**src/pkg/pmbapw_pkg.sv**
```systemverilog
// Package for the PMBus addressing, page and write-protect front end.
package pmbapw_pkg;
  // ----------------------------------------------------------------
  // Command codes
  // ----------------------------------------------------------------
  localparam logic [7:0] CMD_PAGE = 8'h00;
  localparam logic [7:0] CMD_OPERATION = 8'h01;
  localparam logic [7:0] CMD_ON_OFF_CONFIG = 8'h02;
  localparam logic [7:0] CMD_CLEAR_FAULTS = 8'h03;
  localparam logic [7:0] CMD_PAGE_PLUS_WRITE = 8'h05;
  localparam logic [7:0] CMD_PAGE_PLUS_READ = 8'h06;
  localparam logic [7:0] CMD_WRITE_LOCK = 8'h10;
  localparam logic [7:0] CMD_STORE_USER_ALL = 8'h15;
  localparam logic [7:0] CMD_FEATURE_SUMMARY = 8'h19;
  localparam logic [7:0] CMD_VOUT_COMMAND = 8'h21;
  localparam logic [7:0] CMD_STATUS_FIRST = 8'h78;
  localparam logic [7:0] CMD_STATUS_LAST = 8'h80;
  localparam logic [7:0] CMD_PROTOCOL_REV = 8'h98;
  localparam logic [7:0] CMD_NVM_UNLOCK = 8'hBD;
  localparam logic [7:0] CMD_DEVICE_CONFIG = 8'hD1;
  localparam logic [7:0] CMD_PEAK_CLEAR = 8'hE3;
  localparam logic [7:0] CMD_DEVICE_ADDR = 8'hE6;
  localparam logic [7:0] CMD_RAIL_ADDR = 8'hFA;
  // ----------------------------------------------------------------
  // Values, resets and field positions
  // ----------------------------------------------------------------
  localparam logic [7:0] PAGE_CH0 = 8'h00;
  localparam logic [7:0] PAGE_CH1 = 8'h01;
  localparam logic [7:0] PAGE_ALL = 8'hFF;
  localparam logic [7:0] WL_NONE = 8'h00;
  localparam logic [7:0] WL_HIGH = 8'h20;
  localparam logic [7:0] WL_MID = 8'h40;
  localparam logic [7:0] WL_FULL = 8'h80;
  localparam logic [7:0] ADDR_OFF = 8'h80;
  localparam logic [6:0] GLOBAL_ADDR_A = 7'h5A;
  localparam logic [6:0] GLOBAL_ADDR_B = 7'h5B;
  localparam logic [7:0] FEATURE_VALUE = 8'hB0;
  localparam logic [7:0] REVISION_VALUE = 8'h22;
  localparam logic [7:0] PAGE_RESET = 8'h00;
  localparam logic [7:0] WL_RESET = 8'h00;
  localparam logic [7:0] CONFIG_RESET = 8'h01;
  localparam logic [7:0] DEV_ADDR_RESET = 8'h4F;
  localparam logic [7:0] RAIL_ADDR_RESET = 8'h80;
  localparam logic [9:0] PINS_OPEN_RESET = 10'h210;
  localparam int CFG_IGNORE_PINS_BIT = 6;
  localparam logic [3:0] PP_IDX_PAGE = 4'h1;
  localparam logic [3:0] PP_IDX_CODE = 4'h2;
  localparam logic [3:0] PP_IDX_DATA = 4'h3;
  localparam logic [7:0] EXT_BLOCK_LEN = 8'h02;
  localparam logic [7:0] LOCAL_BLOCK_LEN = 8'h01;

  typedef enum logic [2:0] {
    ST_IDLE = 3'b000, ST_CMD = 3'b001, ST_DATA = 3'b011, ST_READ = 3'b010, ST_DROP = 3'b110
  } pmbapw_state_t;

  // One event per cycle from the serial engine, same clock.
  typedef struct packed {
    logic start;
    logic rd;
    logic [6:0] addr;
    logic byte_v;
    logic [7:0] data;
    logic rd_req;
    logic stop;
  } pmbapw_link_t;

  typedef struct packed {
    logic open;
    logic [3:0] val;
  } pmbapw_sel_t;

  typedef struct packed {
    logic valid;
    logic [1:0] chan;
    logic [7:0] code;
    logic [15:0] data;
    logic [3:0] nbytes;
  } pmbapw_wr_t;

  typedef struct packed {
    logic [7:0] code;
    logic chan;
    logic [3:0] idx;
  } pmbapw_rdq_t;

  typedef struct packed {
    logic invalid_data;
    logic refused;
    logic rail_read;
  } pmbapw_cml_t;
endpackage : pmbapw_pkg

```
**src/rtl/pmbapw_top.sv**
```systemverilog
// PMBus addressing, page selection, page-plus and write-protect front end.
`timescale 1ns/1ps
module pmbapw_top
  import pmbapw_pkg::*;
(
  input wire logic mclk,
  input wire logic reset_n,
  input pmbapw_link_t link_in,
  input pmbapw_sel_t addr_select_pin_0,
  input pmbapw_sel_t addr_select_pin_1,
  input wire logic [7:0] ext_rd_byte,
  output logic addr_ack,
  output logic byte_ack,
  output logic [7:0] rd_data,
  output logic rd_valid,
  output pmbapw_wr_t wr_out,
  output pmbapw_rdq_t ext_rd,
  output pmbapw_cml_t cml,
  output logic [7:0] page_out,
  output logic [7:0] wl_out,
  output logic ignore_cfg_pins
);
  // ----------------------------------------------------------------
  // Strap pin synchronisers
  // ----------------------------------------------------------------
  logic [9:0] s1_reg, s2_reg, s3_reg, pins_reg;
  // Stages reset to the open pattern, so no false strap change follows reset.
  always_ff @(posedge mclk) begin
    if (!reset_n) begin
      s1_reg <= PINS_OPEN_RESET;
      s2_reg <= PINS_OPEN_RESET;
      s3_reg <= PINS_OPEN_RESET;
    end else begin
      s1_reg <= {addr_select_pin_1, addr_select_pin_0};
      s2_reg <= s1_reg;
      s3_reg <= s2_reg;
    end
  end
  // Pins keep their last settled value until they settle; after reset that is open, so the stored address rules meanwhile.
  always_ff @(posedge mclk) begin
    if (!reset_n) pins_reg <= PINS_OPEN_RESET;
    else if (s2_reg == s3_reg) pins_reg <= s3_reg;
  end
  pmbapw_sel_t sel0, sel1;
  assign sel0 = pins_reg[4:0];
  assign sel1 = pins_reg[9:5];

  // ----------------------------------------------------------------
  // Stored settings and transaction state
  // ----------------------------------------------------------------
  pmbapw_state_t state_reg, state_next;
  logic [7:0] page_reg, wl_reg, cfg_reg, dev_addr_reg, rail0_reg, rail1_reg;
  logic [7:0] cmd_reg, pp_page_reg, pp_code_reg, d0_reg, d1_reg;
  logic [3:0] idx_reg, rd_idx_reg;
  logic [1:0] rail_hit_reg;

  // ----------------------------------------------------------------
  // Address decode
  // ----------------------------------------------------------------
  logic [6:0] eff_addr;
  logic dev_en, dev_hit, glob_hit, addr_hit;
  logic [1:0] rail_mask;
  assign eff_addr[6:4] = sel1.open ? dev_addr_reg[6:4] : sel1.val[2:0];
  assign eff_addr[3:0] = sel0.open ? dev_addr_reg[3:0] : sel0.val;
  assign dev_en = (dev_addr_reg != ADDR_OFF) || !sel0.open || !sel1.open;
  assign dev_hit = dev_en && (link_in.addr == eff_addr);
  assign glob_hit = (link_in.addr == GLOBAL_ADDR_A) || (link_in.addr == GLOBAL_ADDR_B);
  assign rail_mask[0] = (rail0_reg != ADDR_OFF) && (link_in.addr == rail0_reg[6:0]);
  assign rail_mask[1] = (rail1_reg != ADDR_OFF) && (link_in.addr == rail1_reg[6:0]);
  assign addr_hit = dev_hit || glob_hit || (rail_mask != 2'b00);

  // ----------------------------------------------------------------
  // Command decode
  // ----------------------------------------------------------------
  function automatic logic [1:0] page_to_mask(input logic [7:0] pg);
    logic [1:0] m;
    m = 2'b00;
    if (pg == PAGE_CH0) m = 2'b01;
    else if (pg == PAGE_CH1) m = 2'b10;
    else if (pg == PAGE_ALL) m = 2'b11;
    return m;
  endfunction : page_to_mask

  function automatic logic is_paged(input logic [7:0] c);
    return (c == CMD_OPERATION) || (c == CMD_ON_OFF_CONFIG) || (c == CMD_VOUT_COMMAND) ||
           (c == CMD_RAIL_ADDR) || (c == CMD_PROTOCOL_REV) ||
           ((c >= CMD_STATUS_FIRST) && (c <= CMD_STATUS_LAST));
  endfunction : is_paged

  function automatic logic wl_allows(input logic [7:0] lvl, input logic [7:0] c);
    logic base, mid, high;
    base = (c == CMD_WRITE_LOCK) || (c == CMD_PAGE) || (c == CMD_STORE_USER_ALL) ||
           (c == CMD_NVM_UNLOCK);
    mid = base || (c == CMD_OPERATION) || (c == CMD_PEAK_CLEAR) || (c == CMD_CLEAR_FAULTS) ||
          ((c >= CMD_STATUS_FIRST) && (c <= CMD_STATUS_LAST));
    high = mid || (c == CMD_ON_OFF_CONFIG) || (c == CMD_VOUT_COMMAND);
    case (lvl)
      WL_NONE: wl_allows = 1'b1;
      WL_HIGH: wl_allows = high;
      WL_MID: wl_allows = mid;
      default: wl_allows = base;
    endcase
  endfunction : wl_allows

  logic is_pp, is_ppw, is_ppr, nest_err, wr_cand, do_commit, allowed, local_cmd;
  logic [7:0] tc;
  logic [3:0] nb;
  logic [1:0] chan_w;
  logic [7:0] eff_page;
  logic rd_chan;
  assign is_ppw = (cmd_reg == CMD_PAGE_PLUS_WRITE);
  assign is_ppr = (cmd_reg == CMD_PAGE_PLUS_READ);
  assign is_pp = is_ppw || is_ppr;
  assign tc = is_pp ? pp_code_reg : cmd_reg;
  assign nb = is_pp ? (idx_reg - PP_IDX_DATA) : idx_reg;
  // The embedded page acts only for paged targets and only for this packet.
  assign eff_page = (is_pp && is_paged(tc)) ? pp_page_reg : page_reg;
  assign chan_w = (rail_hit_reg != 2'b00) ? rail_hit_reg : page_to_mask(eff_page);
  assign rd_chan = (eff_page == PAGE_CH1);
  assign nest_err = (state_reg == ST_DATA) && link_in.byte_v && is_pp &&
                    (idx_reg == PP_IDX_CODE) &&
                    ((link_in.data == CMD_PAGE_PLUS_WRITE) ||
                     (link_in.data == CMD_PAGE_PLUS_READ));
  assign wr_cand = is_ppw ? (idx_reg > PP_IDX_DATA) : (!is_ppr && (idx_reg != 4'h0));
  assign do_commit = link_in.stop && (state_reg == ST_DATA) && wr_cand;
  assign allowed = wl_allows(wl_reg, tc);
  assign local_cmd = (tc == CMD_PAGE) || (tc == CMD_WRITE_LOCK) || (tc == CMD_DEVICE_CONFIG) ||
                     (tc == CMD_DEVICE_ADDR) || (tc == CMD_RAIL_ADDR) ||
                     (tc == CMD_FEATURE_SUMMARY) || (tc == CMD_PROTOCOL_REV);

  logic page_ok, wl_ok, ro_hit;
  assign page_ok = (page_to_mask(d0_reg) != 2'b00);
  assign wl_ok = (d0_reg == WL_NONE) || (d0_reg == WL_HIGH) || (d0_reg == WL_MID) ||
                 (d0_reg == WL_FULL);
  assign ro_hit = (tc == CMD_FEATURE_SUMMARY) || (tc == CMD_PROTOCOL_REV);

  logic wr_page, wr_wl, wr_cfg, wr_addr, wr_ext, bad_value;
  assign wr_page = do_commit && allowed && (tc == CMD_PAGE) && page_ok;
  assign wr_wl = do_commit && allowed && (tc == CMD_WRITE_LOCK) && wl_ok;
  assign wr_cfg = do_commit && allowed && (tc == CMD_DEVICE_CONFIG);
  assign wr_addr = do_commit && allowed && (tc == CMD_DEVICE_ADDR);
  assign wr_ext = do_commit && allowed && !local_cmd;
  assign bad_value = do_commit && allowed &&
                     (ro_hit || ((tc == CMD_PAGE) && !page_ok) ||
                      ((tc == CMD_WRITE_LOCK) && !wl_ok));

  // ----------------------------------------------------------------
  // Read data selection
  // ----------------------------------------------------------------
  logic [7:0] local_byte, rd_byte, blk_len;
  assign local_byte = (tc == CMD_PAGE) ? page_reg :
                      (tc == CMD_WRITE_LOCK) ? wl_reg :
                      (tc == CMD_FEATURE_SUMMARY) ? FEATURE_VALUE :
                      (tc == CMD_PROTOCOL_REV) ? REVISION_VALUE :
                      (tc == CMD_DEVICE_CONFIG) ? cfg_reg :
                      (tc == CMD_DEVICE_ADDR) ? dev_addr_reg :
                      rd_chan ? rail1_reg : rail0_reg;
  assign blk_len = local_cmd ? LOCAL_BLOCK_LEN : EXT_BLOCK_LEN;
  // A page-plus read answers as a block: count first, then the data.
  assign rd_byte = (is_ppr && rd_idx_reg == 4'h0) ? blk_len :
                   (rail_hit_reg != 2'b00) ? 8'hFF :
                   local_cmd ? local_byte : ext_rd_byte;

  // ----------------------------------------------------------------
  // Transaction state machine
  // ----------------------------------------------------------------
  always_comb begin
    state_next = state_reg;
    if (link_in.start) begin
      state_next = !addr_hit ? ST_IDLE : (link_in.rd ? ST_READ : ST_CMD);
    end else if (link_in.stop) begin
      state_next = ST_IDLE;
    end else if (link_in.byte_v) begin
      case (state_reg)
        ST_CMD: state_next = ST_DATA;
        ST_DATA: state_next = nest_err ? ST_DROP : ST_DATA;
        ST_IDLE: state_next = ST_IDLE;
        ST_READ: state_next = ST_READ;
        ST_DROP: state_next = ST_DROP;
        default: state_next = ST_IDLE;
      endcase
    end
  end

  always_ff @(posedge mclk) begin
    if (!reset_n) state_reg <= ST_IDLE;
    else state_reg <= state_next;
  end

  always_ff @(posedge mclk) begin
    if (!reset_n) begin
      cmd_reg <= 8'h00;
      idx_reg <= 4'h0;
      pp_page_reg <= 8'h00;
      pp_code_reg <= 8'h00;
      d0_reg <= 8'h00;
      d1_reg <= 8'h00;
      rail_hit_reg <= 2'b00;
      rd_idx_reg <= 4'h0;
    end else begin
      if (link_in.start && addr_hit) begin
        rd_idx_reg <= 4'h0;
        rail_hit_reg <= rail_mask;
        if (!link_in.rd) idx_reg <= 4'h0;
      end
      if (link_in.byte_v && state_reg == ST_CMD) cmd_reg <= link_in.data;
      if (link_in.byte_v && state_reg == ST_DATA) begin
        if (idx_reg != 4'hF) idx_reg <= idx_reg + 4'h1;
        if (is_pp && idx_reg == PP_IDX_PAGE) pp_page_reg <= link_in.data;
        if (is_pp && idx_reg == PP_IDX_CODE) pp_code_reg <= link_in.data;
        if (nb == 4'h0 && (!is_pp || idx_reg >= PP_IDX_DATA)) d0_reg <= link_in.data;
        if (nb == 4'h1 && (!is_pp || idx_reg >= PP_IDX_DATA)) d1_reg <= link_in.data;
      end
      if (link_in.rd_req && state_reg == ST_READ) rd_idx_reg <= rd_idx_reg + 4'h1;
    end
  end

  // ----------------------------------------------------------------
  // Stored settings; a refused write never reaches them.
  // ----------------------------------------------------------------
  always_ff @(posedge mclk) begin
    if (!reset_n) begin
      page_reg <= PAGE_RESET;
      wl_reg <= WL_RESET;
      cfg_reg <= CONFIG_RESET;
      dev_addr_reg <= DEV_ADDR_RESET;
      rail0_reg <= RAIL_ADDR_RESET;
      rail1_reg <= RAIL_ADDR_RESET;
    end else begin
      if (wr_page && !is_pp) page_reg <= d0_reg;
      if (wr_wl) wl_reg <= d0_reg;
      if (wr_cfg) cfg_reg <= d0_reg;
      if (wr_addr) dev_addr_reg <= d0_reg;
      if (do_commit && allowed && tc == CMD_RAIL_ADDR && chan_w[0]) rail0_reg <= d0_reg;
      if (do_commit && allowed && tc == CMD_RAIL_ADDR && chan_w[1]) rail1_reg <= d0_reg;
    end
  end

  // ----------------------------------------------------------------
  // Registered answers
  // ----------------------------------------------------------------
  always_ff @(posedge mclk) begin
    if (!reset_n) begin
      addr_ack <= 1'b0;
      byte_ack <= 1'b0;
      rd_data <= 8'h00;
      rd_valid <= 1'b0;
      wr_out <= '0;
      ext_rd <= '0;
      cml <= '0;
    end else begin
      addr_ack <= link_in.start && addr_hit;
      byte_ack <= link_in.byte_v && !nest_err &&
                  (state_reg == ST_CMD || state_reg == ST_DATA);
      rd_valid <= link_in.rd_req && (state_reg == ST_READ);
      if (link_in.rd_req && state_reg == ST_READ) rd_data <= rd_byte;
      wr_out.valid <= wr_ext;
      if (wr_ext) begin
        wr_out.chan <= chan_w;
        wr_out.code <= tc;
        wr_out.data <= {d1_reg, d0_reg};
        wr_out.nbytes <= nb;
      end
      ext_rd.code <= tc;
      ext_rd.chan <= rd_chan;
      ext_rd.idx <= is_ppr ? (rd_idx_reg - 4'h1) : rd_idx_reg;
      cml.invalid_data <= nest_err || bad_value;
      cml.refused <= do_commit && !allowed;
      cml.rail_read <= link_in.start && link_in.rd && !dev_hit && !glob_hit &&
                       (rail_mask != 2'b00);
    end
  end

  assign page_out = page_reg;
  assign wl_out = wl_reg;
  assign ignore_cfg_pins = cfg_reg[CFG_IGNORE_PINS_BIT];
endmodule : pmbapw_top

```
**config.mk**
```make
export PLATFORM = sky130hd
export DESIGN_NAME = pmbapw_top
export DESIGN_NICKNAME = d
export VERILOG_FILES = /design/src/pkg/pmbapw_pkg.sv /design/src/rtl/pmbapw_top.sv
export SDC_FILE = /design/constraint.sdc
export NUM_CORES = 1
export LEC_CHECK = 0
export BUFFER_PORTS_ARGS = -buffer_cell sky130_fd_sc_hd__buf_2
export CORE_UTILIZATION = 41
export CTS_CLUSTER_DIAMETER = 40
export CTS_CLUSTER_SIZE = 28
export DETAILED_ROUTE_END_ITERATION = 6
export GPL_TIMING_DRIVEN = 1
export PLACE_DENSITY = 0.58
export SYNTH_ARGS = -nofsm -noshare
export SYNTH_HDL_FRONTEND = slang
export SYNTH_SLANG_ARGS = --single-unit
```
**constraint.sdc**
```tcl
create_clock -name mclk -period 4.1 [get_ports mclk]
set_clock_uncertainty 0.1 [all_clocks]
set_input_delay 0.205 -clock mclk [delete_from_list [all_inputs] [get_ports mclk]]
set_output_delay 0.205 -clock mclk [all_outputs]
set_load 0.05 [all_outputs]
```
-- Word level (Yosys, flattened, before mapping)
Cells that the tools add are included.
- magnitude comparators: 4
- equal/unequal tests: 43
- multiplexer cells: 39
- reductions and logical operators: 104
- $add $sub $neg: 4
- operators with widths (operator ; number):
    8-bit 2-to-1 mux ; 12
    8-bit == test (second input constant) ; 9
    1-bit logical AND ; 42
    4-bit 2-to-1 mux ; 9
    1-bit logical OR ; 35
    8-bit by 3-bit == test with 1-bit output (second input constant) ; 4
    8-bit zero test ; 4
    8-bit by 1-bit == test with 1-bit output (second input constant) ; 3
    8-bit by 5-bit == test with 1-bit output (second input constant) ; 3
    8-bit by 6-bit == test with 1-bit output (second input constant) ; 3
    8-bit != test (second input constant) ; 3
    7-bit == test ; 3
    2-bit 2-to-1 mux ; 10
    8-bit by 2-bit == test with 1-bit output (second input constant) ; 2
    8-bit by 7-bit == test with 1-bit output (second input constant) ; 2
    3-bit 2-to-1 mux ; 5
    7-bit == test (second input constant) ; 2
    3-bit one-hot mux with 4 select lines ; 1
    1-bit zero test ; 11
    10-bit == test ; 1
    4-bit by 1-bit adder with 4-bit output (second input constant) ; 2
    4-bit by 1-bit == test with 1-bit output (second input constant) ; 2
    8-bit by 7-bit greater-or-equal comparator with 1-bit output (second input constant) ; 1
    8-bit <= comparator (second input constant) ; 1
    other kinds (16) ; 24
- output and inout bits: 75
- bits in registers: 199
- word-level logic and storage cells: 228
- input bits: 40

-- Logic depth before layout (Yosys ltp)
Gate-level depths: netlist of the first run.
- depth in word-level cells: 22
- gate-level depth with buffers: 14
- mapped depth without buffers: 9

-- Worst setup path after synthesis of the first run
No wires, ideal clock.
- path type: reg-to-reg
- from: register cmd_reg[3]
- to: register rd_data[5]
- path slack: 0.732 ns
- data required time: 3.873 ns
- buffers on the path: 2
- arrival: 3.141 ns
- period minus slack after synthesis: 3.368 ns
- stages on the path, launching flop included: 12
- setup time: 0.127 ns
- path through: dfxtp_1 buf_2 or4b_1 buf_2 or4_1 a211oi_2 a22oi_1 o21a_1 o211ai_1 mux2_1 a2111oi_0 o21ai_1
- longest elaborated chain between the ends: 22
- elaborated cells on any way between the ends: 42
- those cells by class: order compare: 2; eq/ne: 12; mux: 12; reduce/logical: 16
- RTL lines (element ; line ; text):
    from (decl) ; pmbapw_top.sv:53 ; logic [7:0] cmd_reg, pp_page_reg, pp_code_reg, d0_reg, d1_reg;
    from (signal assigned) ; pmbapw_top.sv:206 ; if (link_in.byte_v && state_reg == ST_CMD) cmd_reg <= link_in.data;
    branches (longest 21 deep; another with 8-bit by 7-bit greater-or-equal comparator with 1-bit output) ; - ;
    8-bit 2-to-1 mux * ; pmbapw_top.sv:160 ; assign rd_byte = (is_ppr && rd_idx_reg == 4'h0) ? blk_len :
    to (signal assigned) ; pmbapw_top.sv:256 ; if (link_in.rd_req && state_reg == ST_READ) rd_data <= rd_byte;
    to (decl) ; pmbapw_top.sv:14 ; output logic [7:0] rd_data,
Mark *: on every way between the ends.
A chain may end at the register's enable or synchronous reset.

-- Worst setup path in the final report of the first run
- from: register cmd_reg[7]
- to: register wr_out[18] (netlist bit)
- longest elaborated chain between the ends: 16
- elaborated cells on any way between the ends: 43
- those cells by class: order compare: 2; eq/ne: 15; mux: 3; reduce/logical: 23
- RTL lines (element ; line ; text):
    8-bit by 3-bit == test with 1-bit output, on equally long branches ; pmbapw_top.sv:111, pmbapw_top.sv:112 ;
    1-bit logical OR ; pmbapw_top.sv:113 ; assign is_pp = is_ppw || is_ppr;
    8-bit 2-to-1 mux ; pmbapw_top.sv:114 ; assign tc = is_pp ? pp_code_reg : cmd_reg;
    8-bit by 5-bit == test with 1-bit output or 8-bit zero test (tied branches) ; pmbapw_top.sv:92, pmbapw_top.sv:127 ;
    1-bit logical OR ; pmbapw_top.sv:92, pmbapw_top.sv:127 ;
    1-bit logical OR (2 in a row) ; pmbapw_top.sv:92 ; base = (c == CMD_WRITE_LOCK) || (c == CMD_PAGE) || (c == CMD_STORE_USER_ALL) ||
    1-bit logical OR (4 in a row) ; pmbapw_top.sv:94 ; mid = base || (c == CMD_OPERATION) || (c == CMD_PEAK_CLEAR) || (c == CMD_CLEAR_FAULTS) ||
    1-bit logical OR (2 in a row) ; pmbapw_top.sv:96 ; high = mid || (c == CMD_ON_OFF_CONFIG) || (c == CMD_VOUT_COMMAND);
    1-bit one-hot mux with 3 select lines ; pmbapw_top.sv:97 ; case (lvl)
    1-bit logical AND ; pmbapw_top.sv:142 ; assign wr_ext = do_commit && allowed && !local_cmd;
    1-bit logical AND * ; pmbapw_top.sv:142 ;
    to (decl) ; pmbapw_top.sv:16 ; output pmbapw_wr_t wr_out,
Mark *: on every way between the ends. The rest lies on a longest branch, timed or not.

==> results of run 1 <==
## per-layer routing
| layer | GRT usage | vias to the layer above | share of wire |
|---|---|---|---|
| li1 | - | 3815 | - |
| met1 | 0.330 | 3622 | 0.49 |
| met2 | 0.353 | 230 | 0.44 |
| met3 | 0.0425 | 25 | 0.051 |
| met4 | 0.0585 | 0 | 0.013 |
| met5 | 0 | - | 0 |
## worst max-delay path, cell delays in order (launching register included)
cell      delay [ns]
dfxtp_1         0.40
or4b_1          0.70
or4_1           0.53
a211oi_2        0.34
a22oi_1         0.18
o21a_1          0.22
o311a_4         0.40
nor3_4          0.21
buf_12          0.26
mux2i_1         0.26
nor2_1          0.05
## logic make-up (layout without fill, tap and decap cells)
logic type	Yosys count	after routing	share of synthesized area
compound gates	175	175	0.141
xor+xnor	40	40	0.0393
fa+ha+maj	8	8	0.0107
buf+inv	74	202	0.0364
flops	198	198	0.435
mux	107	107	0.118
simple gates	408	408	0.219
## cell type report
type                    instances  share of cell area
repair buffers                154              0.0871
flip-flops and latches        198               0.368
well taps                     280              0.0325
clock buffers                  17              0.0395
inverters                      16             0.00557
clock inverters                15              0.0203
multi-input cells             738               0.447
## synth_stat cells (all sizes together) (19+ instances only)
master,number
a21oi,36
and2,30
nor2,132
dfxtp,198
xnor2,21
xor2,19
clkbuf,45
nand3,25
nand2,125
mux2i,104
o21ai,29
## cells in the final DEF (no fill, tap or decap), types with 13 or more instances in the layout
master / instances
dfxtp_1: 198
nor2_1: 130
nand2_1: 118
buf_2: 114
mux2i_1: 104
a21oi_1: 36
and2_1: 30
nand3_1: 23
dlygate4sd3_1: 22
xnor2_1: 21
xor2_1: 18
clkbuf_16: 17
buf_4: 17
nor4_1: 16
inv_1: 15
a31oi_1: 13
o21ai_1: 13
## through the flow
step           setup WS [ns]   util  hold WS, ns  instance area (sq um)
3_3_place_gp           0.345  0.454        0.289                   9900
2_1_floorplan          0.732      -        0.206                   9100
3_5_place_dp           0.349  0.454        0.291                   9900
5_1_grt               0.0600  0.494      0.00687                  10800
6_report               0.267  0.494      0.00206                  10800
4_1_cts                0.305  0.493      0.00151                  10800
## repair_timing
action	4_1_cts	5_1_grt
gates resized for setup	0	2
hold buffers	22	0
endpoints found under the setup margin	0	3
endpoints found under the hold margin	22	0
## power breakdown
group / total, uW / leakage, uW / switching [uW] / internal [uW]
Clock: 1810 / 0.000309 / 939 / 866
Combinational: 205 / 0.00276 / 128 / 77.0
Sequential: 1950 / 0.00160 / 11.7 / 1940
## worst paths after layout
kind	from	to	slack [ns]	depth (start not counted)
max	cmd_reg[7]	wr_out[18]	0.27	10
min	link_in[13]	cml[0]	0.002	2
max reg2reg	cmd_reg[7]	wr_out[18]	0.27	10
min reg2reg	s1_reg[9]	s2_reg[9]	0.31	1
==> reports/metrics.yaml, run 1 <==
status: "finished, final reports clean"
hp-class: "primary input to flip-flop"
worst_pin_slew_ns: 0.962
max_cap_viol_count: 0
antenna_found_initial: 0
syn-num-nets: 1057
crit_arrival_ns: 4.06
syn_area_per_cell_sq_um: 9.01
min_period_over_period: 0.935
p_leak_uw: 0.00467
n_fill_cell: 2108
chipHeight_um: 151
drtAntennaViolNets: 0
clk_latency_ns: 0.46
slew_headroom: 0.359
synth_top_cell_by_area: "dfxtp_1"
ys.warnings.count: 0
fp-row-count: 54
area_growth_pct: 18.3
fmax_mhz: 261
gp_routability_congestion: 0.900
yosysTopAreaCellShare: 0.435
vias: 7692
synth-seq-cells: 198
post_drt_wl_per_cell_um: 17.9
drive_gt1_frac: 0.181
synth_cell_types: 81
cts.reportedPaths.clkPinSlew_ns: 0.10
portBuffers: 114
synth_edf_count: 0
max_flop_register: "wr_out"
die_x_um: 151
io_pins: 115
diodes: 0
core_sq_um: 21800
routed_wirelength_um: 25400
seq_area_sq_um: 3960
slew_viol_final: 0
first_pass_iters: 5
rsz0062_at_grt: "false"
path_class: "flip-flop to flip-flop"
cts_root_buf: "clkbuf_16"
finalPower_uw: 3960
cts_buffers: 17
multiInputGateArea_sq_um: 4820
fin_crit_ns: 3.83
async_flop_share: 0
finalSetupViolCount: 0
largest_reg_flops: 31
dp_hpwl_um: 18000
syn-cell-area_sq_um: 9100
overflow: 0
dieArea_sq_um: 22800
grt_pass1_wl_um: 40300
ys_seq_area_frac: 0.435
synth_area_leaders: "dfxtp_1 (44%), mux2i_1 (11%), nor2_1 (5.4%)"
start_util: 0.417
synth_cells: 1010
nets: 1172
synthFlopType: "dfxtp_1"
first_global_vias: 7181
via_per_inst: 5.42
track_usage: 0.230
place_inst: 1364
cts_tree: "built"
worstSetupEndpointType: "flip-flop"
finalNonFillerCells: 1418
post-route-drc-count: 0
cts_setup_buffers: 0
ir_worst_vdd_uv: 280
grt_max_degree: 101
start_kind: "flip-flop"
final_hold_viol_count: 0
setup_tns_ns: 0
cts.sinks: 198
cts_htree_levels: 4
cts_buffer_depth: 2
crit_fanout: 39
critPathRequiredTime_ns: 4.33
reg.largest.list: "wr_out (31), ext_rd (13)"
p_per_area_nw_per_um2: 368
first_iter_violations: 562
Note: power is estimated with default switching activity, not from simulation.
==> inputs of run 2 (changes only) <==
CELL_PAD_IN_SITES_DETAIL_PLACEMENT = 1   (was unset)
CELL_PAD_IN_SITES_GLOBAL_PLACEMENT = 2   (was unset)
CORE_UTILIZATION = 36   (was 41)
PLACE_DENSITY = 0.78   (was 0.58)
==> run 2 against run 1 <==
  * Register-to-register slack got worse by 0.13 ns
  * Wire length grew 11%
  * Setup slack worse by 0.13 ns
  * Sequential share of layout area down 0.39 points
  * Largest cell class unchanged
  * Non-clock buffer count grew 6
  * Critical path depth shrank 1
  * Global-route usage decreased by 0.74 points
  * Highest routed layer unchanged
  * Via count up 1.8%
  * Sequential cell count unchanged
  * Sequential power about the same
  * Die area up 14%
==> reports/metrics.yaml, run 2 (same netlist as run 1, synthesis figures left out) <==
cts_buffers: 17
max_stage_delay_ns: 0.72
finalPower_uw: 3950
max_flop_register: "wr_out"
path_class: "flip-flop to flip-flop"
dieArea_sq_um: 25900
slew_headroom: 0.359
cts_htree_levels: 4
cp_top_family: "compound AO/OA/AOI/OAI gates"
track_usage: 0.223
portBuffers: 114
gp_routability_congestion: 0.822
drtAntennaViolNets: 0
fin_crit_ns: 3.97
reg.largest.list: "wr_out (31), ext_rd (13)"
cts_root_buf: "clkbuf_16"
min_period_over_period: 0.967
status: "finished, final reports clean"
crit_fanout: 8
slew_viol_final: 0
grt_pass1_wl_um: 45300
first_iter_violations: 468
vias: 7834
first_pass_iters: 5
mostFrequentLayoutCell: "dfxtp_1"
routed_wirelength_um: 28000
nets: 1178
area_growth_pct: 19.6
worst_pin_slew_ns: 0.950
crit_arrival_ns: 4.19
rsz0062_at_grt: "false"
core_sq_um: 24500
ir_worst_vdd_uv: 228
slowest_stage: "or4b_1"
largest_reg_flops: 31
path_cells: "or4b_1, or4_1, a211oi_2, a22oi_1, o21a_1, o211ai_1, mux2_1, a2111oi_0, o21ai_1"
final_hold_viol_count: 0
diodes: 0
start_util: 0.371
io_pins: 115
first_global_vias: 8006
post_drt_wl_per_cell_um: 19.1
fp-row-count: 57
dp_hpwl_um: 20200
crit_buf_inv: 0
chipHeight_um: 161
grt_max_degree: 99
cts_tree: "built"
p_per_area_nw_per_um2: 363
drive_gt1_frac: 0.184
post-route-drc-count: 0
fin_ws_ns: 0.135
final_cell_mix: "dfxtp_1 (198), nor2_1 (130), nand2_1 (118), buf_2 (114), mux2i_1 (104)"
max_cap_viol_count: 0
cts.reportedPaths.clkPinSlew_ns: 0.09
die_x_um: 161
cts.sinks: 198
cts_buffer_depth: 2
setup_tns_ns: 0
overflow: 0
antenna_found_initial: 0
hp-class: "primary input to flip-flop"
fmax_mhz: 252
start_kind: "flip-flop"
critPathRequiredTime_ns: 4.32
worstSetupEndpointType: "flip-flop"
p_leak_uw: 0.00470
finalSetupViolCount: 0
clk_latency_ns: 0.45
via_per_inst: 5.34
preCtsSetupSlack_ns: 0.226
==> run 2: path summary, 6_finish.rpt <==
path                             startpoint    endpoint  slack, ns  cells past startpoint
worst min register to register    s1_reg[4]   s2_reg[4]       0.31                      1
worst max-delay path             cmd_reg[7]  rd_data[5]       0.13                      9
worst max register to register   cmd_reg[7]  rd_data[5]       0.13                      9
worst min-delay path            link_in[13]      cml[0]       0.02                      2
==> run 2: layout make-up <==
| type | count | area, sq um |
|---|---|---|
| well taps | 324 | 405 |
| multi-input cells | 738 | 4830 |
| clock inverters | 15 | 216 |
| flip-flops and latches | 198 | 3960 |
| repair buffers | 160 | 991 |
| fillers | 2927 | 13600 |
| clock buffers | 17 | 425 |
| inverters | 16 | 60.1 |
==> run 2: layer usage <==
metal / GRT usage / vias up / share of wire
li1: - / 3823 / -
met1: 0.306 / 3823 / 0.49
met2: 0.359 / 158 / 0.46
met3: 0.0321 / 30 / 0.034
met4: 0.0738 / 0 / 0.017
met5: 0 / - / 0
==> run 2: report_power, final <==
part / internal (uW) / switching, uW
clock: 854 / 938
sequential: 1940 / 11.9
combinational: 79.5 / 131
total: 2870 / 1080
==> run 2: metrics by stage <==
stage	hold slack [ns]	cells	utilization	area, sq um
after floorplan	0.206	1010	-	9100
after global placement	0.284	1411	0.407	9980
after detailed placement	0.292	1411	0.407	9980
after CTS	0.00623	1468	0.443	10900
after global routing	0.0218	1468	0.444	10900
final	0.0220	1468	0.444	10900
==> run 2: repair_timing <==
item                                    CTS  global route
setup buffers                             0             0
hold buffers                             25             0
hold endpoints to repair                 25             0
endpoints found under the setup margin    0             6
gates resized for setup                   0             3
